**src/rtl/dspw_defines.svh**
```systemverilog
// Purpose: Offsets, field positions, reset values and timing counts for the dual-slope PWM timer
// Assumes: Included by bare name from the modules and the bench
// Notes:   Definitions only
`ifndef DSPW_DEFINES_SVH
`define DSPW_DEFINES_SVH

// ----------------------------------------
// Register offsets
// ----------------------------------------
`define DSPW_ADDR_CTRL_A    4'h0
`define DSPW_ADDR_CTRL_B    4'h1
`define DSPW_ADDR_CNT_LO    4'h2
`define DSPW_ADDR_CNT_HI    4'h3
`define DSPW_ADDR_CMPA_LO   4'h4
`define DSPW_ADDR_CMPA_HI   4'h5
`define DSPW_ADDR_CMPB_LO   4'h6
`define DSPW_ADDR_CMPB_HI   4'h7
`define DSPW_ADDR_CAP_LO    4'h8
`define DSPW_ADDR_CAP_HI    4'h9
`define DSPW_ADDR_FLAGS     4'hA

// ----------------------------------------
// Field positions
// ----------------------------------------
`define DSPW_CTRLA_MODEA_HI 7
`define DSPW_CTRLA_MODEA_LO 6
`define DSPW_CTRLA_MODEB_HI 5
`define DSPW_CTRLA_MODEB_LO 4
`define DSPW_CTRLA_FORCEA   3
`define DSPW_CTRLA_FORCEB   2
`define DSPW_CTRLB_WGM_HI   4
`define DSPW_CTRLB_WGM_LO   3
`define DSPW_FLAG_OVF       0
`define DSPW_FLAG_CMPA      1
`define DSPW_FLAG_CMPB      2
`define DSPW_FLAG_CAP       3

// ----------------------------------------
// Reset values and counts
// ----------------------------------------
`define DSPW_CTRL_A_RESET   8'h00
`define DSPW_CTRL_B_RESET   8'h00
`define DSPW_WORD_RESET     16'h0000
`define DSPW_BOTTOM         16'h0000
`define DSPW_MAX            16'hFFFF
`define DSPW_TOP_8BIT       16'h00FF
`define DSPW_TOP_9BIT       16'h01FF
`define DSPW_TOP_10BIT      16'h03FF
`define DSPW_DIV_8          10'd7
`define DSPW_DIV_64         10'd63
`define DSPW_DIV_256        10'd255
`define DSPW_DIV_1024       10'd1023

`endif

```
**src/rtl/dspw_pkg.sv**
```systemverilog
// Purpose: Types for the dual-slope PWM timer
// Assumes: Defines header holds the numbers
// Notes:   Types only
package dspw_pkg;
	typedef logic [15:0] dspw_word_t;
	typedef logic [3:0]  dspw_wgm_t;
	typedef logic [1:0]  dspw_com_t;
	typedef enum logic [1:0] {
		DSPW_KIND_NONPWM,
		DSPW_KIND_FAST,
		DSPW_KIND_DUAL
	} dspw_kind_e;
endpackage : dspw_pkg

```
**src/rtl/dspw_event_if.sv**
```systemverilog
// Purpose: Counter events passed from the counter core to each output channel
// Assumes: Single clock domain
// Notes:   Pulses are one clk cycle, valid only on a tick
`timescale 1ns/1ps
`default_nettype none
interface dspw_event_if;
	import dspw_pkg::*;
	dspw_word_t count;
	dspw_word_t top;
	logic       tick;
	logic       at_top;
	logic       counting_up;
	dspw_kind_e kind;
	dspw_wgm_t  wgm;
	modport core (output count, top, tick, at_top, counting_up, kind, wgm);
	modport chan (input count, top, tick, at_top, counting_up, kind, wgm);
endinterface : dspw_event_if
`default_nettype wire

```
**src/rtl/dspw_channel.sv**
```systemverilog
// Purpose: One compare channel: buffered compare value, match detect and output waveform
// Assumes: Counter events from the core over dspw_event_if
// Notes:   Toggle in mode 1 in PWM modes is granted by the top through toggle_ok
`timescale 1ns/1ps
`default_nettype none
`include "dspw_defines.svh"
module dspw_channel
	import dspw_pkg::*;
(
	input  wire logic       clk,
	input  wire logic       nrst,
	dspw_event_if.chan      ev,
	input  wire dspw_com_t  mode,
	input  wire logic       toggle_ok,
	input  wire logic       buf_we,
	input  wire dspw_word_t buf_wdata,
	input  wire logic       load_now,
	input  wire logic       force_cmp,
	output dspw_word_t      compare,
	output logic            match,
	output logic            wave
);
	dspw_word_t next_compare;
	dspw_word_t cbuf;
	dspw_word_t next_cbuf;
	logic       next_wave;
	logic       hit;

	// ----------------------------------------
	// Compare buffer and active compare value
	// ----------------------------------------
	always_comb begin
		next_cbuf    = buf_we ? buf_wdata : cbuf;
		next_compare = compare;
		if (ev.kind == DSPW_KIND_NONPWM)
			next_compare = next_cbuf;
		else if (load_now)
			next_compare = cbuf;
	end

	// Match is taken on a tick so one event per counter value
	assign hit   = ev.tick && (ev.count == compare);
	assign match = hit;

	// ----------------------------------------
	// Waveform level
	// ----------------------------------------
	always_comb begin
		next_wave = wave;
		case (ev.kind)
			DSPW_KIND_NONPWM: begin
				if (hit || force_cmp) begin
					case (mode)
						2'd1:    next_wave = ~wave;
						2'd2:    next_wave = 1'b0;
						2'd3:    next_wave = 1'b1;
						default: next_wave = wave;
					endcase
				end
			end
			DSPW_KIND_FAST: begin
				if (mode == 2'd1 && toggle_ok && hit)
					next_wave = ~wave;
				else if (mode[1] && ev.tick && ev.at_top)
					next_wave = (mode == 2'd2);
				else if (mode[1] && hit && compare != ev.top)
					next_wave = (mode == 2'd3);
			end
			default: begin
				// Dual slope: BOTTOM counts as rising, TOP as falling, so extremes hold a level
				if (mode == 2'd1 && toggle_ok && hit)
					next_wave = ~wave;
				else if (mode[1] && hit)
					next_wave = ev.counting_up ? (mode == 2'd3) : (mode == 2'd2);
			end
		endcase
	end

	always_ff @(posedge clk or negedge nrst) begin
		if (!nrst) begin
			cbuf    <= `DSPW_WORD_RESET;
			compare <= `DSPW_WORD_RESET;
			wave    <= 1'b0;
		end else begin
			cbuf    <= next_cbuf;
			compare <= next_compare;
			wave    <= next_wave;
		end
	end

	nonpwm_set_a: assert property (@(posedge clk) disable iff (!nrst)
		ev.kind == DSPW_KIND_NONPWM && mode == 2'd3 && (hit || force_cmp) |=> wave)
		else $error("non-pwm set on match missed");
	dual_up_clear_a: assert property (@(posedge clk) disable iff (!nrst)
		ev.kind == DSPW_KIND_DUAL && mode == 2'd2 && hit && ev.counting_up |=> !wave)
		else $error("dual slope up match did not clear");
	fast_top_set_a: assert property (@(posedge clk) disable iff (!nrst)
		ev.kind == DSPW_KIND_FAST && mode == 2'd2 && ev.tick && ev.at_top |=> wave)
		else $error("fast pwm did not set at top");
endmodule : dspw_channel
`default_nettype wire

```
**src/rtl/dspw_prescaler.sv**
```systemverilog
// Purpose: Timer tick from the I/O clock through a selectable divider
// Assumes: Same clock as the timer
// Notes:   Tick is a one-cycle enable, never a clock
`timescale 1ns/1ps
`default_nettype none
`include "dspw_defines.svh"
module dspw_prescaler (
	input  wire logic       clk,
	input  wire logic       nrst,
	input  wire logic [2:0] clock_select,
	output logic            tick
);
	logic [9:0] div;
	logic [9:0] next_div;
	logic [9:0] limit;
	logic       next_tick;

	always_comb begin
		case (clock_select)
			3'd2:    limit = `DSPW_DIV_8;
			3'd3:    limit = `DSPW_DIV_64;
			3'd4:    limit = `DSPW_DIV_256;
			3'd5:    limit = `DSPW_DIV_1024;
			default: limit = 10'd0;
		endcase
		next_div  = (div >= limit) ? 10'd0 : div + 10'd1;
		// External clock sources are outside this block; they give no tick
		next_tick = (clock_select != 3'd0) && (clock_select < 3'd6) && (div >= limit);
	end

	always_ff @(posedge clk or negedge nrst) begin
		if (!nrst) begin
			div  <= 10'd0;
			tick <= 1'b0;
		end else begin
			div  <= next_div;
			tick <= next_tick;
		end
	end
endmodule : dspw_prescaler
`default_nettype wire

```
**src/rtl/dspw_timer.sv**
```systemverilog
// Purpose: 16-bit timer with dual-slope, fast and non-PWM waveform generation on two outputs
// Assumes: Plain register port, read data one cycle after the read strobe; single clock
// Notes:   Prescaler tick is a clock enable inside the clk domain
`timescale 1ns/1ps
`default_nettype none
`include "dspw_defines.svh"
module dspw_timer
	import dspw_pkg::*;
(
	input  wire logic       clk,
	input  wire logic       nrst,
	input  wire logic [3:0] addr,
	input  wire logic [7:0] wdata,
	input  wire logic       wr,
	input  wire logic       rd,
	output logic [7:0]      rdata,
	input  wire logic       pin_direction_a,
	input  wire logic       pin_direction_b,
	input  wire logic       port_data_a,
	input  wire logic       port_data_b,
	output logic            wave_out_a,
	output logic            wave_out_b,
	output logic            wave_oe_a,
	output logic            wave_oe_b
);
	dspw_event_if ev ();

	logic [7:0] timer_wave_control_a;
	logic [7:0] next_ctrl_a;
	logic [7:0] ctrl_b;
	logic [7:0] next_ctrl_b;
	dspw_word_t count_value;
	dspw_word_t next_count;
	dspw_word_t capture_top_value;
	dspw_word_t next_capture;
	logic       down;
	logic       next_down;
	logic [3:0] flags;
	logic [3:0] next_flags;
	logic [7:0] next_rdata;
	logic [7:0] temp_hi;
	logic [7:0] next_temp_hi;
	logic       next_out_a;
	logic       next_out_b;
	logic       next_oe_a;
	logic       next_oe_b;
	dspw_wgm_t  waveform_mode;
	dspw_com_t  output_mode_a;
	dspw_com_t  output_mode_b;
	dspw_word_t compare_a_value;
	dspw_word_t compare_b_value;
	dspw_word_t top;
	logic       tick;
	logic       at_top;
	logic       at_bottom;
	logic       match_a;
	logic       match_b;
	logic       wave_a;
	logic       wave_b;
	logic       bottom_load;
	logic       toggle_ok_a;
	dspw_kind_e kind;

	// ----------------------------------------
	// Mode decode
	// ----------------------------------------
	assign waveform_mode = {ctrl_b[`DSPW_CTRLB_WGM_HI:`DSPW_CTRLB_WGM_LO], timer_wave_control_a[1:0]};
	assign output_mode_a = timer_wave_control_a[`DSPW_CTRLA_MODEA_HI:`DSPW_CTRLA_MODEA_LO];
	assign output_mode_b = timer_wave_control_a[`DSPW_CTRLA_MODEB_HI:`DSPW_CTRLA_MODEB_LO];

	always_comb begin
		case (waveform_mode)
			4'd1, 4'd2, 4'd3, 4'd8, 4'd9, 4'd10, 4'd11: kind = DSPW_KIND_DUAL;
			4'd5, 4'd6, 4'd7, 4'd14, 4'd15:             kind = DSPW_KIND_FAST;
			default:                                    kind = DSPW_KIND_NONPWM;
		endcase
		case (waveform_mode)
			4'd1, 4'd5:          top = `DSPW_TOP_8BIT;
			4'd2, 4'd6:          top = `DSPW_TOP_9BIT;
			4'd3, 4'd7:          top = `DSPW_TOP_10BIT;
			4'd8, 4'd10, 4'd12, 4'd14: top = capture_top_value;
			4'd4, 4'd9, 4'd11, 4'd15:  top = compare_a_value;
			default:             top = `DSPW_MAX;
		endcase
	end

	assign at_top      = (count_value == top);
	assign at_bottom   = (count_value == `DSPW_BOTTOM);
	// Frequency-correct modes load at BOTTOM, all other PWM modes at TOP
	assign bottom_load = tick && ((waveform_mode == 4'd8 || waveform_mode == 4'd9) ? at_bottom : at_top);
	assign toggle_ok_a = (kind == DSPW_KIND_FAST) ? (waveform_mode == 4'd15)
		: (kind == DSPW_KIND_DUAL) ? (waveform_mode == 4'd9 || waveform_mode == 4'd14) : 1'b1;

	assign ev.count       = count_value;
	assign ev.top         = top;
	assign ev.tick        = tick;
	assign ev.at_top      = at_top;
	// Turning points take the direction the counter leaves in, so the extremes hold a level
	assign ev.counting_up = at_bottom || (!at_top && !down);
	assign ev.kind        = kind;
	assign ev.wgm         = waveform_mode;

	dspw_prescaler u_presc (
		.clk          (clk),
		.nrst         (nrst),
		.clock_select (ctrl_b[2:0]),
		.tick         (tick)
	);

	dspw_channel u_chan_a (
		.clk       (clk),
		.nrst      (nrst),
		.ev        (ev),
		.mode      (output_mode_a),
		.toggle_ok (toggle_ok_a),
		.buf_we    (wr && addr == `DSPW_ADDR_CMPA_LO),
		.buf_wdata ({temp_hi, wdata}),
		.load_now  (bottom_load),
		.force_cmp (wr && addr == `DSPW_ADDR_CTRL_A && wdata[`DSPW_CTRLA_FORCEA]),
		.compare   (compare_a_value),
		.match     (match_a),
		.wave      (wave_a)
	);

	dspw_channel u_chan_b (
		.clk       (clk),
		.nrst      (nrst),
		.ev        (ev),
		.mode      (output_mode_b),
		.toggle_ok (kind == DSPW_KIND_NONPWM),
		.buf_we    (wr && addr == `DSPW_ADDR_CMPB_LO),
		.buf_wdata ({temp_hi, wdata}),
		.load_now  (bottom_load),
		.force_cmp (wr && addr == `DSPW_ADDR_CTRL_A && wdata[`DSPW_CTRLA_FORCEB]),
		.compare   (compare_b_value),
		.match     (match_b),
		.wave      (wave_b)
	);

	// ----------------------------------------
	// Counter
	// ----------------------------------------
	always_comb begin
		next_count = count_value;
		next_down  = down;
		if (wr && addr == `DSPW_ADDR_CNT_LO) begin
			next_count = {temp_hi, wdata};
		end else if (tick) begin
			if (kind == DSPW_KIND_DUAL) begin
				// Turn on TOP: count stands at TOP for this one tick
				if (at_top) begin
					next_down  = 1'b1;
					next_count = count_value - 16'h0001;
				end else if (at_bottom) begin
					next_down  = 1'b0;
					next_count = count_value + 16'h0001;
				end else begin
					next_count = down ? count_value - 16'h0001 : count_value + 16'h0001;
				end
			end else begin
				next_down  = 1'b0;
				next_count = (at_top && waveform_mode != 4'd0) ? `DSPW_BOTTOM : count_value + 16'h0001;
			end
		end
	end

	// ----------------------------------------
	// Flags: hardware set wins over a software clear (write one to clear)
	// ----------------------------------------
	always_comb begin
		next_flags = flags;
		if (wr && addr == `DSPW_ADDR_FLAGS)
			next_flags = flags & ~wdata[3:0];
		if (match_a || (tick && at_top && top == compare_a_value && waveform_mode == 4'd9))
			next_flags[`DSPW_FLAG_CMPA] = 1'b1;
		if (match_b)
			next_flags[`DSPW_FLAG_CMPB] = 1'b1;
		if (tick && at_top && (waveform_mode == 4'd8 || waveform_mode == 4'd10
			|| waveform_mode == 4'd12 || waveform_mode == 4'd14))
			next_flags[`DSPW_FLAG_CAP] = 1'b1;
		if (tick && (kind == DSPW_KIND_DUAL ? at_bottom
			: (kind == DSPW_KIND_FAST ? at_top : count_value == `DSPW_MAX)))
			next_flags[`DSPW_FLAG_OVF] = 1'b1;
	end

	// ----------------------------------------
	// Register port and pin drive
	// ----------------------------------------
	always_comb begin
		next_ctrl_a  = timer_wave_control_a;
		next_ctrl_b  = ctrl_b;
		next_capture = capture_top_value;
		next_temp_hi = temp_hi;
		if (wr) begin
			if (addr == `DSPW_ADDR_CTRL_A)
				next_ctrl_a = {wdata[7:4], 2'b00, wdata[1:0]}; // force bits are strobes
			else if (addr == `DSPW_ADDR_CTRL_B)
				next_ctrl_b = {wdata[7:6], 1'b0, wdata[4:0]};
			else if (addr == `DSPW_ADDR_CAP_LO)
				next_capture = {temp_hi, wdata};
			else if (addr == `DSPW_ADDR_CNT_HI || addr == `DSPW_ADDR_CMPA_HI
				|| addr == `DSPW_ADDR_CMPB_HI || addr == `DSPW_ADDR_CAP_HI)
				next_temp_hi = wdata;
		end
		next_rdata = 8'h00;
		if (rd) begin
			if (addr == `DSPW_ADDR_CTRL_A)       next_rdata = timer_wave_control_a;
			else if (addr == `DSPW_ADDR_CTRL_B)  next_rdata = ctrl_b;
			else if (addr == `DSPW_ADDR_CNT_LO)  next_rdata = count_value[7:0];
			else if (addr == `DSPW_ADDR_CNT_HI)  next_rdata = count_value[15:8];
			else if (addr == `DSPW_ADDR_CMPA_LO) next_rdata = compare_a_value[7:0];
			else if (addr == `DSPW_ADDR_CMPA_HI) next_rdata = compare_a_value[15:8];
			else if (addr == `DSPW_ADDR_CMPB_LO) next_rdata = compare_b_value[7:0];
			else if (addr == `DSPW_ADDR_CMPB_HI) next_rdata = compare_b_value[15:8];
			else if (addr == `DSPW_ADDR_CAP_LO)  next_rdata = capture_top_value[7:0];
			else if (addr == `DSPW_ADDR_CAP_HI)  next_rdata = capture_top_value[15:8];
			else if (addr == `DSPW_ADDR_FLAGS)   next_rdata = {4'h0, flags};
		end
		// Nonzero mode takes the pin; mode 1 without toggle rights leaves it to the port
		next_oe_a  = pin_direction_a;
		next_oe_b  = pin_direction_b;
		next_out_a = (output_mode_a != 2'd0 && (output_mode_a != 2'd1 || toggle_ok_a))
			? wave_a : port_data_a;
		next_out_b = (output_mode_b != 2'd0 && (output_mode_b != 2'd1 || kind == DSPW_KIND_NONPWM))
			? wave_b : port_data_b;
	end

	always_ff @(posedge clk or negedge nrst) begin
		if (!nrst) begin
			timer_wave_control_a <= `DSPW_CTRL_A_RESET;
			ctrl_b               <= `DSPW_CTRL_B_RESET;
			count_value          <= `DSPW_WORD_RESET;
			capture_top_value    <= `DSPW_WORD_RESET;
			down                 <= 1'b0;
			flags                <= 4'h0;
			temp_hi              <= 8'h00;
			rdata                <= 8'h00;
			wave_out_a           <= 1'b0;
			wave_out_b           <= 1'b0;
			wave_oe_a            <= 1'b0;
			wave_oe_b            <= 1'b0;
		end else begin
			timer_wave_control_a <= next_ctrl_a;
			ctrl_b               <= next_ctrl_b;
			count_value          <= next_count;
			capture_top_value    <= next_capture;
			down                 <= next_down;
			flags                <= next_flags;
			temp_hi              <= next_temp_hi;
			rdata                <= next_rdata;
			wave_out_a           <= next_out_a;
			wave_out_b           <= next_out_b;
			wave_oe_a            <= next_oe_a;
			wave_oe_b            <= next_oe_b;
		end
	end

	// ----------------------------------------
	// Checks
	// ----------------------------------------
	top_reverse_a: assert property (@(posedge clk) disable iff (!nrst)
		kind == DSPW_KIND_DUAL && tick && at_top && !(wr && addr == `DSPW_ADDR_CNT_LO)
		|=> down && count_value == $past(count_value) - 16'h0001) else $error("no reversal at top");
	bottom_ovf_a: assert property (@(posedge clk) disable iff (!nrst)
		kind == DSPW_KIND_DUAL && tick && at_bottom |=> flags[`DSPW_FLAG_OVF])
		else $error("overflow flag missing at bottom");
	cap_top_flag_a: assert property (@(posedge clk) disable iff (!nrst)
		waveform_mode == 4'd8 && tick && at_top |=> flags[`DSPW_FLAG_CAP])
		else $error("capture flag missing at top");
	cmp_b_flag_a: assert property (@(posedge clk) disable iff (!nrst)
		tick && count_value == compare_b_value |=> flags[`DSPW_FLAG_CMPB]) else $error("compare b flag missing");
	hold_steady_a: assert property (@(posedge clk) disable iff (!nrst)
		!tick && !wr |=> count_value == $past(count_value)) else $error("count moved without tick");
	pin_override_a: assert property (@(posedge clk) disable iff (!nrst)
		output_mode_a == 2'd0 |=> wave_out_a == $past(port_data_a)) else $error("pin taken in mode 0");
	fast_b_off_a: assert property (@(posedge clk) disable iff (!nrst)
		kind == DSPW_KIND_FAST && output_mode_b == 2'd1 |=> wave_out_b == $past(port_data_b))
		else $error("output b driven in fast toggle mode");
	cover_reverse_c: cover property (@(posedge clk) disable iff (!nrst) kind == DSPW_KIND_DUAL && tick && at_top);
	cover_bottom_c: cover property (@(posedge clk) disable iff (!nrst) waveform_mode == 4'd9 && bottom_load);
	cover_match_c: cover property (@(posedge clk) disable iff (!nrst) match_a && down);
endmodule : dspw_timer
`default_nettype wire

```
**config.mk**
```make
export PLATFORM = sky130hd
export DESIGN_NAME = dspw_timer
export DESIGN_NICKNAME = d
export VERILOG_FILES = /design/src/rtl/dspw_pkg.sv /design/src/rtl/dspw_event_if.sv /design/src/rtl/dspw_channel.sv /design/src/rtl/dspw_prescaler.sv /design/src/rtl/dspw_timer.sv
export VERILOG_INCLUDE_DIRS = /design/src /design/src/rtl
export SDC_FILE = /design/constraint.sdc
export NUM_CORES = 1
export LEC_CHECK = 0
export BUFFER_PORTS_ARGS = -buffer_cell sky130_fd_sc_hd__buf_2
export CAP_MARGIN = 20
export CORE_ASPECT_RATIO = 0.9
export CORE_MARGIN = 1
export CORE_UTILIZATION = 60
export CTS_BUF_LIST = sky130_fd_sc_hd__clkbuf_8
export CTS_CLUSTER_SIZE = 20
export DETAILED_ROUTE_END_ITERATION = 10
export PLACE_DENSITY = 0.86
export SETUP_SLACK_MARGIN = 0.1
export SLEW_MARGIN = 20
export SYNTH_ARGS = -nofsm -noshare
export SYNTH_HDL_FRONTEND = slang
export SYNTH_SLANG_ARGS = --single-unit
```
**constraint.sdc**
```tcl
create_clock -name clk -period 6.7 [get_ports clk]
set_input_delay 1.005 -clock clk [delete_from_list [all_inputs] [get_ports clk]]
set_output_delay 1.005 -clock clk [all_outputs]
set_load 0.02 [all_outputs]
```
==> run metrics <==
DRC=0; final worst path period share=69.7%; Clk Latency, worst-skew pair=480 ps; setup TNS=0 ps; H-tree Lvls=4; ANT cells=0; GPL Wtd Cong=1.01; clock net sink count=147; syn_area_per_cell=9.10 sq um; slowest CP cell=dfrtp_1; clock share of power=16.6%; FF+latch count, synth=147; Area Growth Syn to Fin=5.25%; Final Max Slew Viols=0; status=completed; Boundary Pins=32; initial antenna violation count=0; CTS tree=yes; largest net degree at the start of global routing=86; CP max FO=22; fin nets=1,075; via-per-instance ratio=7.13; # resized after CTS=0; Reg clk slew, reported paths=100 ps; Logic pwr share=41.0%; area of the core=15,600 sq um; min Tclk post-route=4670 ps; buffers added on ports=31; fraction of layout cells with a size suffix above 1=16.1%; Post-Place Cells=1,223; total internal power=2170 uW; Final ANT Viol Nets=0; grt total ovfl=0; switching part of the total=46.8%; Power Dens Cells=401 nW/um^2; Initial Util=62.1%; worst vdd ir=279 uV; Setup violations, final=0; DR iter-0 viols=1,297; Final Routed Wirelength=31.8 mm; final hold vios=0; Tightest Pin Transition=1020 ps; Reg2Reg Depth=10; post-synth top area share=37.9%; hold_buf cts=0; sequential cell area=3680 sq um; Async SR Flop Fraction=100%; Data arrival, critical path=5060 ps; LEAKAGE=0.00440 uW; Setup Skew=21.8 ps; Worst path max stage delay=840 ps; drt wl/cell=25.3 um; unrepaired setup endpoints after global routing=false; reported net switching power=1920 uW; Worst setup EP type=flop; sequential area share after synthesis=37.9%; hold depth=2; fmax=214 MHz; Die H=123 um; crit start category=flop; Synth cell types=70; Post CTS Setup Buffer Count=0; WP data required=7090 ps; Synth Cell Area=9700 sq um; Via Count=8,947; Detailed Routing Iterations Pass 1=6; Worst slew margin=31.9%; Sequential Power Share=42.4%; die area=16,700 sq um; Post-synth EDFFs=0; vias in the first global route=7,996; total CTS buffers=17; Hold Path Class=reg -> reg; gr usage total=39.3%; fill count=1,246; Die W=136 um; area leader, netlist=dfrtp_1; fin cells=1,255; max-cap viol count=0; Max Root-Sink Buffers=2; CP most frequent cell=a31oi_1; Root Buffer=clkbuf_8; top_reg_cell synth=dfrtp_1; Synth Instances=1,066; main area contributors after synthesis=dfrtp_1 (38%), mux2_2 (8.5%), mux2i_1 (4.6%); CP Cell Sequence=nand2b_1, nor3_4, a22oi_2, a222oi_1, nand4_2, o31ai_4, and2_1, a31oi_1, or3_1, a31oi_1; Yosys warnings=0; # rows=43; first-pass GRT wire length=47.9 mm; post-synthesis net count=1,101; Setup CP Type=reg -> reg; DP HPWL=21.6 mm; Multi-input gate area=5550 sq um
## layer usage
layer / vias to the layer above / global-route usage [%] / wire length [um]
li1: 3859 / - / -
met1: 4251 / 54.7 / 12600
met2: 709 / 56.1 / 13500
met3: 128 / 10.9 / 3990
met4: 0 / 19.2 / 1680
met5: - / 0 / 0
## path summary, 6_finish.rpt
| check | startpoint | to | slack, ps |
|---|---|---|---|
| max reg2reg | ctrl_b[3] | count_value[9] | 2030 |
| max in group asynchronous | nrst | u_chan_b.cbuf[9] | 4820 |
| min | flags[1] | flags[1] | 490 |
| min reg2reg | flags[1] | flags[1] | 490 |
| max | ctrl_b[3] | count_value[9] | 2030 |
| min in group asynchronous | nrst | u_chan_a.wave | 580 |
## synthesized netlist by cell type, types with 13 or more instances
cell,count
clkbuf_1,61
mux2_2,73
a221oi_1,14
a31oi_1,23
o21ai_0,48
nand3_1,30
nand2_1,99
nor3_1,22
dfrtp_1,147
o21ai_1,31
xor2_1,21
a21oi_1,60
ha_1,15
inv_1,31
mux2i_1,45
nand4_1,13
o22ai_1,15
xnor2_1,27
nand2b_1,17
nor2_1,63
## per-stage QoR
step	instance area (sq um)	total power (uW)	util, %	worst slack [ps]	hold WS (ps)
finish	10200	4090	65.4	2030	494
global route	10200	4280	65.4	1850	514
CTS	10200	4010	65.4	2200	497
detailed placement	9820	3330	63.0	2250	469
global placement	9820	3290	63.0	2350	462
floorplan	9700	2770	-	3660	436
## logic make-up (layout without fill, tap and decap cells)
| family | after synthesis | in the layout | synth area share [%] |
|---|---|---|---|
| compound gates | 297 | 297 | 20.1 |
| xor+xnor | 48 | 48 | 4.34 |
| fa+ha+maj | 15 | 15 | 1.94 |
| buf+inv | 117 | 104 | 5.16 |
| flops | 147 | 147 | 37.9 |
| mux | 122 | 122 | 14.1 |
| simple gates | 320 | 320 | 16.5 |
## worst max-delay path, delay by kind of cell, from the launching register on
kind	cells	cell delay [ps]
AOI/OAI and AO/OA	5	1590
DFF	1	840
and+or+nand+nor	5	2110
## cells in the final DEF (no fill, tap or decap), drive strengths merged, types with 15 or more instances in the layout
cell,n
a21oi,60
mux2,73
o21ai,81
inv,37
dfrtp,147
xor2,21
clkbuf,20
o22ai,15
nand2b,17
ha,15
nor3,23
a31oi,23
nand2,99
buf,41
nor2,63
mux2i,45
nand3,30
xnor2,27
## layout make-up
class	count	area share, %
Clock buffer	20	2.70
Inverter	31	1.14
Sequential cell	147	36.0
Tap cell	202	2.48
Multi-Input combinational cell	802	54.4
Timing Repair Buffer	41	2.32
Clock inverter	12	0.956
## power groups by stage
| stage | Combinational [uW] | Clock (uW) | Sequential (uW) |
|---|---|---|---|
| after floorplan | 1420 | 0 | 1360 |
| after global placement | 1590 | 0 | 1700 |
| after detailed placement | 1620 | 0 | 1710 |
| after CTS | 1640 | 684 | 1690 |
| after global routing | 1830 | 713 | 1740 |
| final | 1680 | 679 | 1730 |
## sequential cells by signal, indices dropped and copies added, names as in the netlist, 4 cells and up
register	count
timer_wave_control_a	6
temp_hi	8
u_chan_b.compare	16
u_chan_b.cbuf	16
rdata	8
flags	4
u_chan_a.compare	16
ctrl_b	7
u_chan_a.cbuf	16
capture_top_value	16
count_value	16
u_presc.div	10
(Power assumes the default switching activity.)
